==> src/logic/pee_pkg.sv <==
// Functional notes
// - Take simultaneous exceptions by priority: reset, dabort, fiq, irq, pabort, undef/trap.
// - Undefined and software trap never taken together; both lowest priority.
// - Data abort entry first, then fast interrupt taken at once.
// - Program counter jumps to the fixed vector of the taken exception.
// - Whole current status word copied to the target mode's saved status word.
// - Mode bits switch to target mode and its banked registers.
// - Normal-interrupt mask set on every exception entry.
// - Fast-interrupt mask set only for fast interrupt or reset, else kept.
// - Counter is fetch address; decode at counter-4, execute at counter-8.
// - Undefined and trap entry write counter-4 into the banked return link.
// - Interrupt taken at instruction end (fast interrupt also right after data abort entry), pin low and mask clear.
// - Interrupt entry writes counter-4 into the banked return link.
// - Illegal fetch tags instruction; prefetch abort raised when it reaches execute.
// - Prefetch abort link addresses the instruction after the aborted one.
// - Data abort entry writes counter-4 into the abort return link.
// - Flag-setting data op writing counter restores status from saved word in privileged modes only; in user mode it loads only the counter.
// - Load-multiple with restore qualifier copies saved word, privileged modes only.
// - Interrupt pins are active low and gated by their own mask bits.
package pee_pkg;
    localparam int unsigned PEE_W = 32;
    localparam logic [31:0] PEE_VEC_RESET = 32'h0000_0000;
    localparam logic [31:0] PEE_VEC_UNDEF = 32'h0000_0004;
    localparam logic [31:0] PEE_VEC_TRAP = 32'h0000_0008;
    localparam logic [31:0] PEE_VEC_PABT = 32'h0000_000C;
    localparam logic [31:0] PEE_VEC_DABT = 32'h0000_0010;
    localparam logic [31:0] PEE_VEC_RSVD = 32'h0000_0014;
    localparam logic [31:0] PEE_VEC_IRQ = 32'h0000_0018;
    localparam logic [31:0] PEE_VEC_FIQ = 32'h0000_001C;
    localparam logic [31:0] PEE_PC_STEP = 32'h0000_0004;
    localparam logic [31:0] PEE_LINK_OFS = 32'h0000_0004;
    localparam int unsigned PEE_F_BIT = 6;
    localparam int unsigned PEE_I_BIT = 7;
    localparam int unsigned PEE_MODE_W = 5;
    localparam logic [4:0] PEE_MODE_USER = 5'h10;
    localparam logic [4:0] PEE_MODE_FIQ = 5'h11;
    localparam logic [4:0] PEE_MODE_IRQ = 5'h12;
    localparam logic [4:0] PEE_MODE_SUPV = 5'h13;
    localparam logic [4:0] PEE_MODE_ABT = 5'h17;
    localparam logic [4:0] PEE_MODE_UND = 5'h1B;
    localparam logic [31:0] PEE_STATUS_RST = 32'h0000_00D3;
    localparam int unsigned PEE_ADDR_W = 3;
    localparam logic [2:0] PEE_REG_STATUS = 3'h0;
    localparam logic [2:0] PEE_REG_PC = 3'h1;
    localparam logic [2:0] PEE_REG_SAVED = 3'h2;
    localparam logic [2:0] PEE_REG_LINK = 3'h3;
    localparam logic [2:0] PEE_REG_LAST = 3'h4;
    localparam int unsigned PEE_BANKS = 5;

    typedef enum logic [2:0] {
        PEE_EXC_NONE, PEE_EXC_RESET, PEE_EXC_UNDEF, PEE_EXC_TRAP,
        PEE_EXC_PABT, PEE_EXC_DABT, PEE_EXC_IRQ, PEE_EXC_FIQ
    } pee_exc_t;

    typedef enum logic [2:0] {
        PEE_BK_FIQ, PEE_BK_IRQ, PEE_BK_SUPV, PEE_BK_ABT, PEE_BK_UND
    } pee_bank_t;

    function automatic logic [31:0] pee_vector(input pee_exc_t e);
        unique case (e)
            PEE_EXC_UNDEF: pee_vector = PEE_VEC_UNDEF;
            PEE_EXC_TRAP: pee_vector = PEE_VEC_TRAP;
            PEE_EXC_PABT: pee_vector = PEE_VEC_PABT;
            PEE_EXC_DABT: pee_vector = PEE_VEC_DABT;
            PEE_EXC_IRQ: pee_vector = PEE_VEC_IRQ;
            PEE_EXC_FIQ: pee_vector = PEE_VEC_FIQ;
            default: pee_vector = PEE_VEC_RESET;
        endcase
    endfunction

    function automatic logic [4:0] pee_target_mode(input pee_exc_t e);
        unique case (e)
            PEE_EXC_UNDEF: pee_target_mode = PEE_MODE_UND;
            PEE_EXC_PABT, PEE_EXC_DABT: pee_target_mode = PEE_MODE_ABT;
            PEE_EXC_IRQ: pee_target_mode = PEE_MODE_IRQ;
            PEE_EXC_FIQ: pee_target_mode = PEE_MODE_FIQ;
            default: pee_target_mode = PEE_MODE_SUPV;
        endcase
    endfunction

    function automatic pee_bank_t pee_bank_of(input logic [4:0] m);
        unique case (m)
            PEE_MODE_FIQ: pee_bank_of = PEE_BK_FIQ;
            PEE_MODE_IRQ: pee_bank_of = PEE_BK_IRQ;
            PEE_MODE_ABT: pee_bank_of = PEE_BK_ABT;
            PEE_MODE_UND: pee_bank_of = PEE_BK_UND;
            default: pee_bank_of = PEE_BK_SUPV;
        endcase
    endfunction
endpackage

==> src/logic/pee_exception_entry.sv <==
`timescale 1ns/1ps
module pee_exception_entry
(
    input wire logic ref_clk_in,
    input wire logic sys_rst_in,
    input wire logic irq_n_in,
    input wire logic fiq_n_in,
    input wire logic fetch_step_in,
    input wire logic fetch_abort_in,
    input wire logic instr_done_in,
    input wire logic undef_in,
    input wire logic trap_in,
    input wire logic data_abort_in,
    input wire logic restore_dp_in,
    input wire logic restore_ldm_in,
    input wire logic [31:0] new_pc_in,
    input wire logic [2:0] reg_addr_in,
    input wire logic [31:0] reg_wdata_in,
    input wire logic reg_wr_in,
    input wire logic reg_rd_in,
    output logic [31:0] reg_rdata_out,
    output logic [31:0] pc_out,
    output logic [31:0] status_out,
    output logic taken_out,
    output pee_pkg::pee_exc_t taken_kind_out
);

    ////////////////////////////////////////////////////////////////////////////
    // Interrupt pin synchronisers

    logic [2:0] irq_sync_q;
    logic [2:0] fiq_sync_q;
    logic irq_lvl_n_q;
    logic fiq_lvl_n_q;
    logic irq_lvl_n_d;
    logic fiq_lvl_n_d;

    always_comb
    begin
        irq_lvl_n_d = (irq_sync_q[1] == irq_sync_q[2]) ? irq_sync_q[2] : irq_lvl_n_q;
        fiq_lvl_n_d = (fiq_sync_q[1] == fiq_sync_q[2]) ? fiq_sync_q[2] : fiq_lvl_n_q;
    end

    always_ff @(posedge ref_clk_in or posedge sys_rst_in)
    begin
        if (sys_rst_in)
        begin
            irq_sync_q <= 3'h7;
            fiq_sync_q <= 3'h7;
            irq_lvl_n_q <= 1'b1;
            fiq_lvl_n_q <= 1'b1;
        end
        else
        begin
            irq_sync_q <= {irq_sync_q[1:0], irq_n_in};
            fiq_sync_q <= {fiq_sync_q[1:0], fiq_n_in};
            irq_lvl_n_q <= irq_lvl_n_d;
            fiq_lvl_n_q <= fiq_lvl_n_d;
        end
    end

    ////////////////////////////////////////////////////////////////////////////
    // Arbitration

    logic [31:0] pc_q;
    logic [31:0] status_q;
    logic dec_bad_q;
    logic exe_bad_q;
    logic rst_pend_q;
    logic chain_q;
    logic boundary;
    logic fiq_req;
    logic irq_req;
    pee_pkg::pee_exc_t sel;

    always_comb
    begin
        boundary = instr_done_in | chain_q;
        fiq_req = ~fiq_lvl_n_q & ~status_q[pee_pkg::PEE_F_BIT];
        irq_req = ~irq_lvl_n_q & ~status_q[pee_pkg::PEE_I_BIT];
        sel = pee_pkg::PEE_EXC_NONE;
        if (rst_pend_q)
            sel = pee_pkg::PEE_EXC_RESET;
        else if (instr_done_in && data_abort_in)
            sel = pee_pkg::PEE_EXC_DABT;
        else if (boundary && fiq_req)
            sel = pee_pkg::PEE_EXC_FIQ;
        else if (instr_done_in && irq_req)
            sel = pee_pkg::PEE_EXC_IRQ;
        else if (instr_done_in && exe_bad_q)
            sel = pee_pkg::PEE_EXC_PABT;
        else if (instr_done_in && undef_in)
            sel = pee_pkg::PEE_EXC_UNDEF;
        else if (instr_done_in && trap_in)
            sel = pee_pkg::PEE_EXC_TRAP;
    end

    ////////////////////////////////////////////////////////////////////////////
    // Status, counter and banked state

    logic [31:0] saved_q [pee_pkg::PEE_BANKS];
    logic [31:0] link_q [pee_pkg::PEE_BANKS];
    logic [31:0] pc_d;
    logic [31:0] status_d;
    logic dec_bad_d;
    logic exe_bad_d;
    logic chain_d;
    logic taken_d;
    logic bank_we;
    pee_pkg::pee_bank_t bank_idx;
    pee_pkg::pee_bank_t cur_bank;
    logic [31:0] link_val;
    logic privileged;
    logic [31:0] rdata_d;
    pee_pkg::pee_exc_t last_q;

    always_comb
    begin
        cur_bank = pee_pkg::pee_bank_of(status_q[pee_pkg::PEE_MODE_W-1:0]);
        privileged = status_q[pee_pkg::PEE_MODE_W-1:0] != pee_pkg::PEE_MODE_USER;
        pc_d = pc_q;
        status_d = status_q;
        dec_bad_d = dec_bad_q;
        exe_bad_d = exe_bad_q;
        chain_d = 1'b0;
        taken_d = 1'b0;
        bank_we = 1'b0;
        bank_idx = pee_pkg::pee_bank_of(pee_pkg::pee_target_mode(sel));
        link_val = pc_q - pee_pkg::PEE_LINK_OFS;
        if (reg_wr_in && reg_addr_in == pee_pkg::PEE_REG_STATUS)
            status_d = reg_wdata_in;
        if (fetch_step_in)
        begin
            pc_d = pc_q + pee_pkg::PEE_PC_STEP;
            dec_bad_d = fetch_abort_in;
            exe_bad_d = dec_bad_q;
        end
        if (sel != pee_pkg::PEE_EXC_NONE)
        begin
            bank_we = 1'b1;
            taken_d = 1'b1;
            chain_d = sel == pee_pkg::PEE_EXC_DABT;
            status_d = status_q;
            status_d[pee_pkg::PEE_MODE_W-1:0] = pee_pkg::pee_target_mode(sel);
            status_d[pee_pkg::PEE_I_BIT] = 1'b1;
            if (sel == pee_pkg::PEE_EXC_FIQ || sel == pee_pkg::PEE_EXC_RESET)
                status_d[pee_pkg::PEE_F_BIT] = 1'b1;
            pc_d = pee_pkg::pee_vector(sel);
            dec_bad_d = 1'b0;
            exe_bad_d = 1'b0;
        end
        else if (restore_dp_in || (restore_ldm_in && privileged))
        begin
            if (privileged)
                status_d = saved_q[cur_bank];
            pc_d = new_pc_in;
            dec_bad_d = 1'b0;
            exe_bad_d = 1'b0;
        end
        rdata_d = 32'h0000_0000;
        if (reg_rd_in)
        begin
            unique case (reg_addr_in)
                pee_pkg::PEE_REG_STATUS: rdata_d = status_q;
                pee_pkg::PEE_REG_PC: rdata_d = pc_q;
                pee_pkg::PEE_REG_SAVED: rdata_d = saved_q[cur_bank];
                pee_pkg::PEE_REG_LINK: rdata_d = link_q[cur_bank];
                pee_pkg::PEE_REG_LAST: rdata_d = {29'h0000_0000, last_q};
                default: rdata_d = 32'h0000_0000;
            endcase
        end
    end

    always_ff @(posedge ref_clk_in or posedge sys_rst_in)
    begin
        if (sys_rst_in)
        begin
            pc_q <= pee_pkg::PEE_VEC_RESET;
            status_q <= pee_pkg::PEE_STATUS_RST;
            dec_bad_q <= 1'b0;
            exe_bad_q <= 1'b0;
            rst_pend_q <= 1'b1;
            chain_q <= 1'b0;
            taken_out <= 1'b0;
            last_q <= pee_pkg::PEE_EXC_NONE;
            reg_rdata_out <= 32'h0000_0000;
        end
        else
        begin
            pc_q <= pc_d;
            status_q <= status_d;
            dec_bad_q <= dec_bad_d;
            exe_bad_q <= exe_bad_d;
            rst_pend_q <= 1'b0;
            chain_q <= chain_d;
            taken_out <= taken_d;
            last_q <= taken_d ? sel : last_q;
            reg_rdata_out <= rdata_d;
        end
    end

    always_ff @(posedge ref_clk_in)
    begin
        if (bank_we)
        begin
            saved_q[bank_idx] <= status_q;
            link_q[bank_idx] <= link_val;
        end
    end

    assign pc_out = pc_q;
    assign status_out = status_q;
    assign taken_kind_out = last_q;
endmodule

==> config.mk <==
export PLATFORM = sky130hd
export DESIGN_NAME = pee_exception_entry
export DESIGN_NICKNAME = d
export VERILOG_FILES = /design/src/logic/pee_pkg.sv /design/src/logic/pee_exception_entry.sv
export SDC_FILE = /design/constraint.sdc
export NUM_CORES = 1
export LEC_CHECK = 0
export BUFFER_PORTS_ARGS = -buffer_cell sky130_fd_sc_hd__buf_2
export CORE_AREA = 2 2 167 292
export CTS_BUF_LIST = sky130_fd_sc_hd__clkbuf_16
export DETAILED_ROUTE_END_ITERATION = 8
export DIE_AREA = 0 0 169 294
export MAX_ROUTING_LAYER = met4
export SYNTH_ARGS = -nofsm -noshare
export SYNTH_HDL_FRONTEND = slang
export SYNTH_SLANG_ARGS = --single-unit
==> constraint.sdc <==
create_clock -name ref_clk_in -period 10.8 [get_ports ref_clk_in]
set_input_delay 1.62 -clock ref_clk_in [delete_from_list [all_inputs] [get_ports ref_clk_in]]
set_output_delay 1.62 -clock ref_clk_in [all_outputs]
set_load 0.005 [all_outputs]
# Word-level counts from Yosys, hierarchy flattened
# Memories as Yosys holds them, arrays and structs flattened.
# Index checks and enable logic that the tools add are counted.
dict set report totals {
  out_inout_bits 100
  reg_bits 112
  input_bits 81
  elab_cells 94
  mem_count 2
  ramBits 320
}
dict set report op_classes {
  reduce_logical 14
  n_eq_ne 23
  mux 31
  add_sub_neg 2
  bitwise_logic 7
}
# memory depth width read_ports rd_ports_with_merged_regs write_ports line_no
set mem_list {}
lappend mem_list {link_q 5 32 1 0 1 pee_exception_entry.sv:102} ;# logic [31:0] link_q [pee_pkg::PEE_BANKS];
lappend mem_list {saved_q 5 32 1 0 1 pee_exception_entry.sv:101} ;# logic [31:0] saved_q [pee_pkg::PEE_BANKS];
# operator n
set ops {}
lappend ops {{$mux 32} 7}
lappend ops {{$pmux 32 s5} 1}
lappend ops {{$eq 5x5->1 const B} 8}
lappend ops {{$add 32x3->32 const B} 1}
lappend ops {{$sub 32x3->32 const B} 1}
lappend ops {{$pmux 5 s6} 1}
lappend ops {{$pmux 3 s4} 2}
lappend ops {{$pmux 4 s4} 1}
lappend ops {{$eq 3x3->1 const B} 5}
lappend ops {{$mux 3} 5}
lappend ops {{$eq 3x2->1 const B} 4}
lappend ops {{$mux 1} 11}
lappend ops {{$logic_and 1x1->1} 8}
lappend ops {{$mux 8} 1}
lappend ops {{$eq 3x1->1 const B} 2}
lappend ops {{$reduce_bool 3->1} 2}
lappend ops {{$ne 5x5->1 const B} 1}
lappend ops {{$mux 2} 2}
lappend ops {{$not 1->1} 4}
lappend ops {{$logic_not 3->1} 1}
lappend ops {{$and 1x1->1} 2}
lappend ops {{$eq 1x1->1} 2}
lappend ops {{$logic_or 1x1->1} 2}
lappend ops {{$ne 2x1->1 const B} 1}
lappend ops {{other kinds (2)} 2}

# Longest topological paths before layout
dict set report logic_depth {
  depth_word 13
  mapped_depth 11
  mapped_depth_nobuf 8
}

# Worst setup path before layout
# Ideal clock, no wire load.
dict set report synth_timing {
  kind {input to register}
  start {input port trap_in}
  end {memory link_q[4][0], enable pin}
  t_arrival_ns 7.259
  setup_ns 0.582
  stages 4
  path_slack_ns 2.959
  t_required_ns 10.218
  n_path_buf 0
  path_cell_list {o21ba_2 -> o21ai_1 -> a221oi_1 -> nor3b_1}
}
dict set report synth_between {
  elab_chain_len 13
  word_cells_on_any_way 24
  cone_classes {9 x eq/ne; 12 x mux; 3 x reduce/logical}
}
# element line_no
set synth_rtl {}
lappend synth_rtl {{start: declaration} pee_exception_entry.sv:12} ;# input wire logic trap_in,
lappend synth_rtl {{$logic_and 1x1->1 *} pee_exception_entry.sv:94} ;# else if (instr_done_in && trap_in)
lappend synth_rtl {{$mux 2 *} pee_exception_entry.sv:94}
lappend synth_rtl {{$mux 2 *} pee_exception_entry.sv:92} ;# else if (instr_done_in && undef_in)
lappend synth_rtl {{$mux 3 *} pee_exception_entry.sv:90} ;# else if (instr_done_in && exe_bad_q)
lappend synth_rtl {{$mux 3 *} pee_exception_entry.sv:88} ;# else if (instr_done_in && irq_req)
lappend synth_rtl {{$mux 3 *} pee_exception_entry.sv:86} ;# else if (boundary && fiq_req)
lappend synth_rtl {{$mux 3 *} pee_exception_entry.sv:84} ;# else if (instr_done_in && data_abort_in)
lappend synth_rtl {{$mux 3 *} pee_exception_entry.sv:82} ;# if (rst_pend_q)
lappend synth_rtl {{$eq 3x3->1} pee_pkg.sv:72} ;# unique case (e)
lappend synth_rtl {{$reduce_or 2->1} pee_pkg.sv:72}
lappend synth_rtl {{$pmux 4 s4} pee_pkg.sv:72}
lappend synth_rtl {{$eq 5x5->1} pee_pkg.sv:82} ;# unique case (m)
lappend synth_rtl {{$pmux 3 s4} pee_pkg.sv:82}
lappend synth_rtl {{end: declaration} pee_exception_entry.sv:102}
# Mark *: on every way between the ends. The rest lies on a longest branch, timed or not.

# Worst setup path in the final report
dict set report layout_timing {
  start {input port trap_in}
  end {register pc_q[2], in the netlist pc_out[2]}
}
dict set report layout_between {
  elab_chain_len 11
  word_cells_on_any_way 18
  cone_classes {6 x eq/ne; 9 x mux; 3 x reduce/logical}
}
# element line_no
set layout_rtl {}
lappend layout_rtl {{$logic_and 1x1->1 *} pee_exception_entry.sv:94}
lappend layout_rtl {{$mux 2 *} pee_exception_entry.sv:94}
lappend layout_rtl {{$mux 2 *} pee_exception_entry.sv:92}
lappend layout_rtl {{$mux 3 *} pee_exception_entry.sv:90}
lappend layout_rtl {{$mux 3 *} pee_exception_entry.sv:88}
lappend layout_rtl {{$mux 3 *} pee_exception_entry.sv:86}
lappend layout_rtl {{$mux 3 *} pee_exception_entry.sv:84}
lappend layout_rtl {{$mux 3 *} pee_exception_entry.sv:82}
lappend layout_rtl {{$eq 3x3->1 or $eq 3x2->1 (tied branches)} pee_pkg.sv:60} ;# unique case (e)
lappend layout_rtl {{$pmux 5 s6} pee_pkg.sv:60}
lappend layout_rtl {{$mux 32} pee_exception_entry.sv:138} ;# if (sel != pee_pkg::PEE_EXC_NONE)
lappend layout_rtl {{end signal: assignment} pee_exception_entry.sv:178} ;# pc_q <= pee_pkg::PEE_VEC_RESET;
lappend layout_rtl {{end signal: assignment} pee_exception_entry.sv:190} ;# pc_q <= pc_d;
lappend layout_rtl {{end: declaration} pee_exception_entry.sv:65} ;# logic [31:0] pc_q;
# Marked as above.
# A chain may end at the register's enable or synchronous reset.

==> flow_summary.toml <==
[logic_synthesis]
syn_area_per_cell_um2 = 12.9
syn_area_um2 = 18700
synthCells = 1457
synth_cell_type_count = 70
syn_nets = 1540
yosysWarnings = 0
ys_seq_area_frac = 0.663
ys_ff_latch = 432
synth_enable_flop_cells = 320
async_flop_share = 0.259
synth_ff_type = "edfxtp_1"

[finish]
fin_cells = 2219
fin_util = 0.451
diodes = 0
fillCellCount = 4324
drive_gt1_frac = 0.205
area.growth.synth_to_final_pct = 14.1
final_cell_area_um2 = 21400
nNetsFinal = 1676

[hold_path]
hp-class = "register to register"
hold_start = "irq_sync_q[0]"

[place]
numPortBuffers = 180
routabilityCongestion = 0.853
dp_slack_ns = 5.98
dpl_cell_area_um2 = 20100
dp.final_hpwl_um = 33800
place_inst = 2145

[timing]
slew_headroom = 0.0576
final-setup-viol-count = 0
skew_ns = 0.0154
fin_ws_ns = 6.52
post-route-period-util = 0.396
worst_pin_slew_ns = 1.41
period_needed_ns = 4.28
tns_ns = 0
hold_slack_ns = 0.357
rsz0062_at_grt = "false"
hold_viol_final = 0
max_freq_ghz = 0.234
final-max-slew-violation-count = 0

[global_routing]
grt_overflow = 0
grt_pass1_wl_um = 81900
grt_max_degree = 68
gr-usage-all-layers = 0.227
antenna_found_initial = 0
grt_pass1_vias = 13100

[cts]
numCtsBuffers = 40
htreeDepth = 2
hold_buffers = 0
clkTransAtPathRegs_ns = 0.06
cts_tree = "done"
clockBufferDepth = 3
clock_latency_ns = 0.55
ctsResizeCount = 0
root_buffer = "clkbuf_16"
clock_sinks = 432
post_cts_buffers = 0

[detailed_routing]
avgViaCountPerCell = 5.80
drt_iter0_markers = 974
wire_per_inst_um = 24.8
wl_um = 55000
drc = 0
firstDrtPassIters = 5
antenna_left = 0
vias = 12900

[floorplan]
rows = 106
die_y_um = 294
die_w_um = 169
start_util = 0.395
coreArea_um2 = 47500
ios = 181
dieArea_um2 = 49700

[power]
total_power_mw = 4.19
cellPowerDensity_nw_per_um2 = 196
vdd_ir_drop_max_v = 0.000121
cellLeakagePower_nw = 8.07

[critical_path]
crit_fanout = 52
crit_arrival_ns = 4.77
r2r_start = "status_out[0]"
cp-start-kind = "input port"
endpoint_kind = "register"
crit_start = "trap_in"
worstSetupPathType = "input port to register"
cp.required_ns = 11.29

[status]
run_status = "complete, no violations"

[job]
maxCapViolations = 0
[registers in the layout, indices dropped and copies added, names as in the netlist, 3 cells and up]
signal,flops
status_out,32
taken_kind_out,3
reg_rdata_out,32
irq_sync_q,3
link_q,160
pc_out,32
fiq_sync_q,3
saved_q,160
[routing by layer]
layer | vias up | share of wire | global-route usage
met2 | 526 | 0.51 | 0.386
met4 | 0 | 0.059 | 0.129
met5 | - | 0 | -
li1 | 5718 | - | -
met3 | 162 | 0.053 | 0.0260
met1 | 6467 | 0.38 | 0.261
[power breakdown]
part	internal (mW)	switching [mW]	leakage, nW
Clock	0.785	0.615	0.657
Sequential	2.01	0.140	4.33
Combinational	0.251	0.395	3.08
Total	3.04	1.15	8.07
[kinds of logic after synthesis]
family / share of synthesized area
DFF: 0.663
adders and majority gates: 0.00240
other: 0.000200
buffers and inverters: 0.0305
xor gates and xnor gates: 0.0266
and+or+nand+nor: 0.103
AOI/OAI and AO/OA: 0.125
muxes: 0.0494
[path summary, 6_finish.rpt]
| path | slack, ns | cells past startpoint | endpoint |
|---|---|---|---|
| min in group asynchronous | 1.20 | 2 | pc_out[10] |
| worst max-delay path | 6.52 | 8 | pc_out[2] |
| worst max register to register | 6.99 | 7 | reg_rdata_out[19] |
| worst min register to register | 0.36 | 0 | irq_sync_q[1] |
| max in group asynchronous | 8.25 | 3 | reg_rdata_out[8] |
| worst min-delay path | 0.36 | 0 | irq_sync_q[1] |
[worst max-delay path, stage by stage]
cell	delay (ns)
buf_2	0.09
o21ba_2	0.14
o21ai_1	0.17
a221oi_1	0.88
and3_2	0.66
buf_4	0.79
a2bb2oi_1	0.21
o32a_1	0.16
[cell type report]
cell class	instances	area (um2)	area share
Sequential cell	432	12400	0.581
Multi-Input combinational cell	902	5820	0.272
Timing Repair Buffer	202	1070	0.0498
Clock buffer	41	1030	0.0480
Tap cell	594	743	0.0347
Clock inverter	33	251	0.0118
Inverter	15	58.8	0.00275
[Yosys cell counts (5+ instances only)]
cell type | instances | area share
a2bb2oi_1 | 25 | 0.012
mux2_2 | 28 | 0.017
a31oi_1 | 6 | 0.0020
buf_2 | 31 | 0.0083
nor2b_1 | 6 | 0.0020
a21oi_1 | 58 | 0.015
nor4_1 | 5 | 0.0017
xnor2_1 | 38 | 0.018
clkbuf_1 | 59 | 0.012
edfxtp_1 | 320 | 0.51
o21a_1 | 26 | 0.010
a22o_1 | 29 | 0.014
a21o_1 | 5 | 0.0020
nand2_1 | 189 | 0.038
nand3_1 | 57 | 0.015
a311oi_1 | 31 | 0.014
inv_1 | 15 | 0.0030
dfrtp_1 | 98 | 0.13
nor3_1 | 13 | 0.0035
and2_1 | 7 | 0.0023
xor2_1 | 17 | 0.0079
and3_1 | 6 | 0.0020
nor2_1 | 86 | 0.017
dfstp_2 | 14 | 0.020
buf_4 | 13 | 0.0052
nand4_1 | 12 | 0.0040
or3_1 | 5 | 0.0017
o22ai_1 | 55 | 0.018
mux2i_1 | 61 | 0.033
a211oi_1 | 15 | 0.0060
o21ai_0 | 51 | 0.014
o211ai_1 | 6 | 0.0024
[cells in the final DEF, fill, tap and decap left out, types with 6 or more instances in the layout]
cell type,n
edfxtp_1,320
nand2_1,185
buf_2,180
dfrtp_1,98
nor2_1,80
mux2i_1,61
a21oi_1,58
nand3_1,57
o22ai_1,55
o21ai_0,51
clkbuf_16,41
xnor2_1,38
a311oi_1,31
a22o_1,29
mux2_2,28
o21a_1,26
a2bb2oi_1,25
inv_1,23
buf_4,22
xor2_1,17
a211oi_1,15
dfstp_2,14
nand4_1,12
nor3_1,12
clkinv_1,11
o211ai_1,6
and2_1,6
a31oi_1,6
Note: power is estimated with default switching activity, not from simulation.
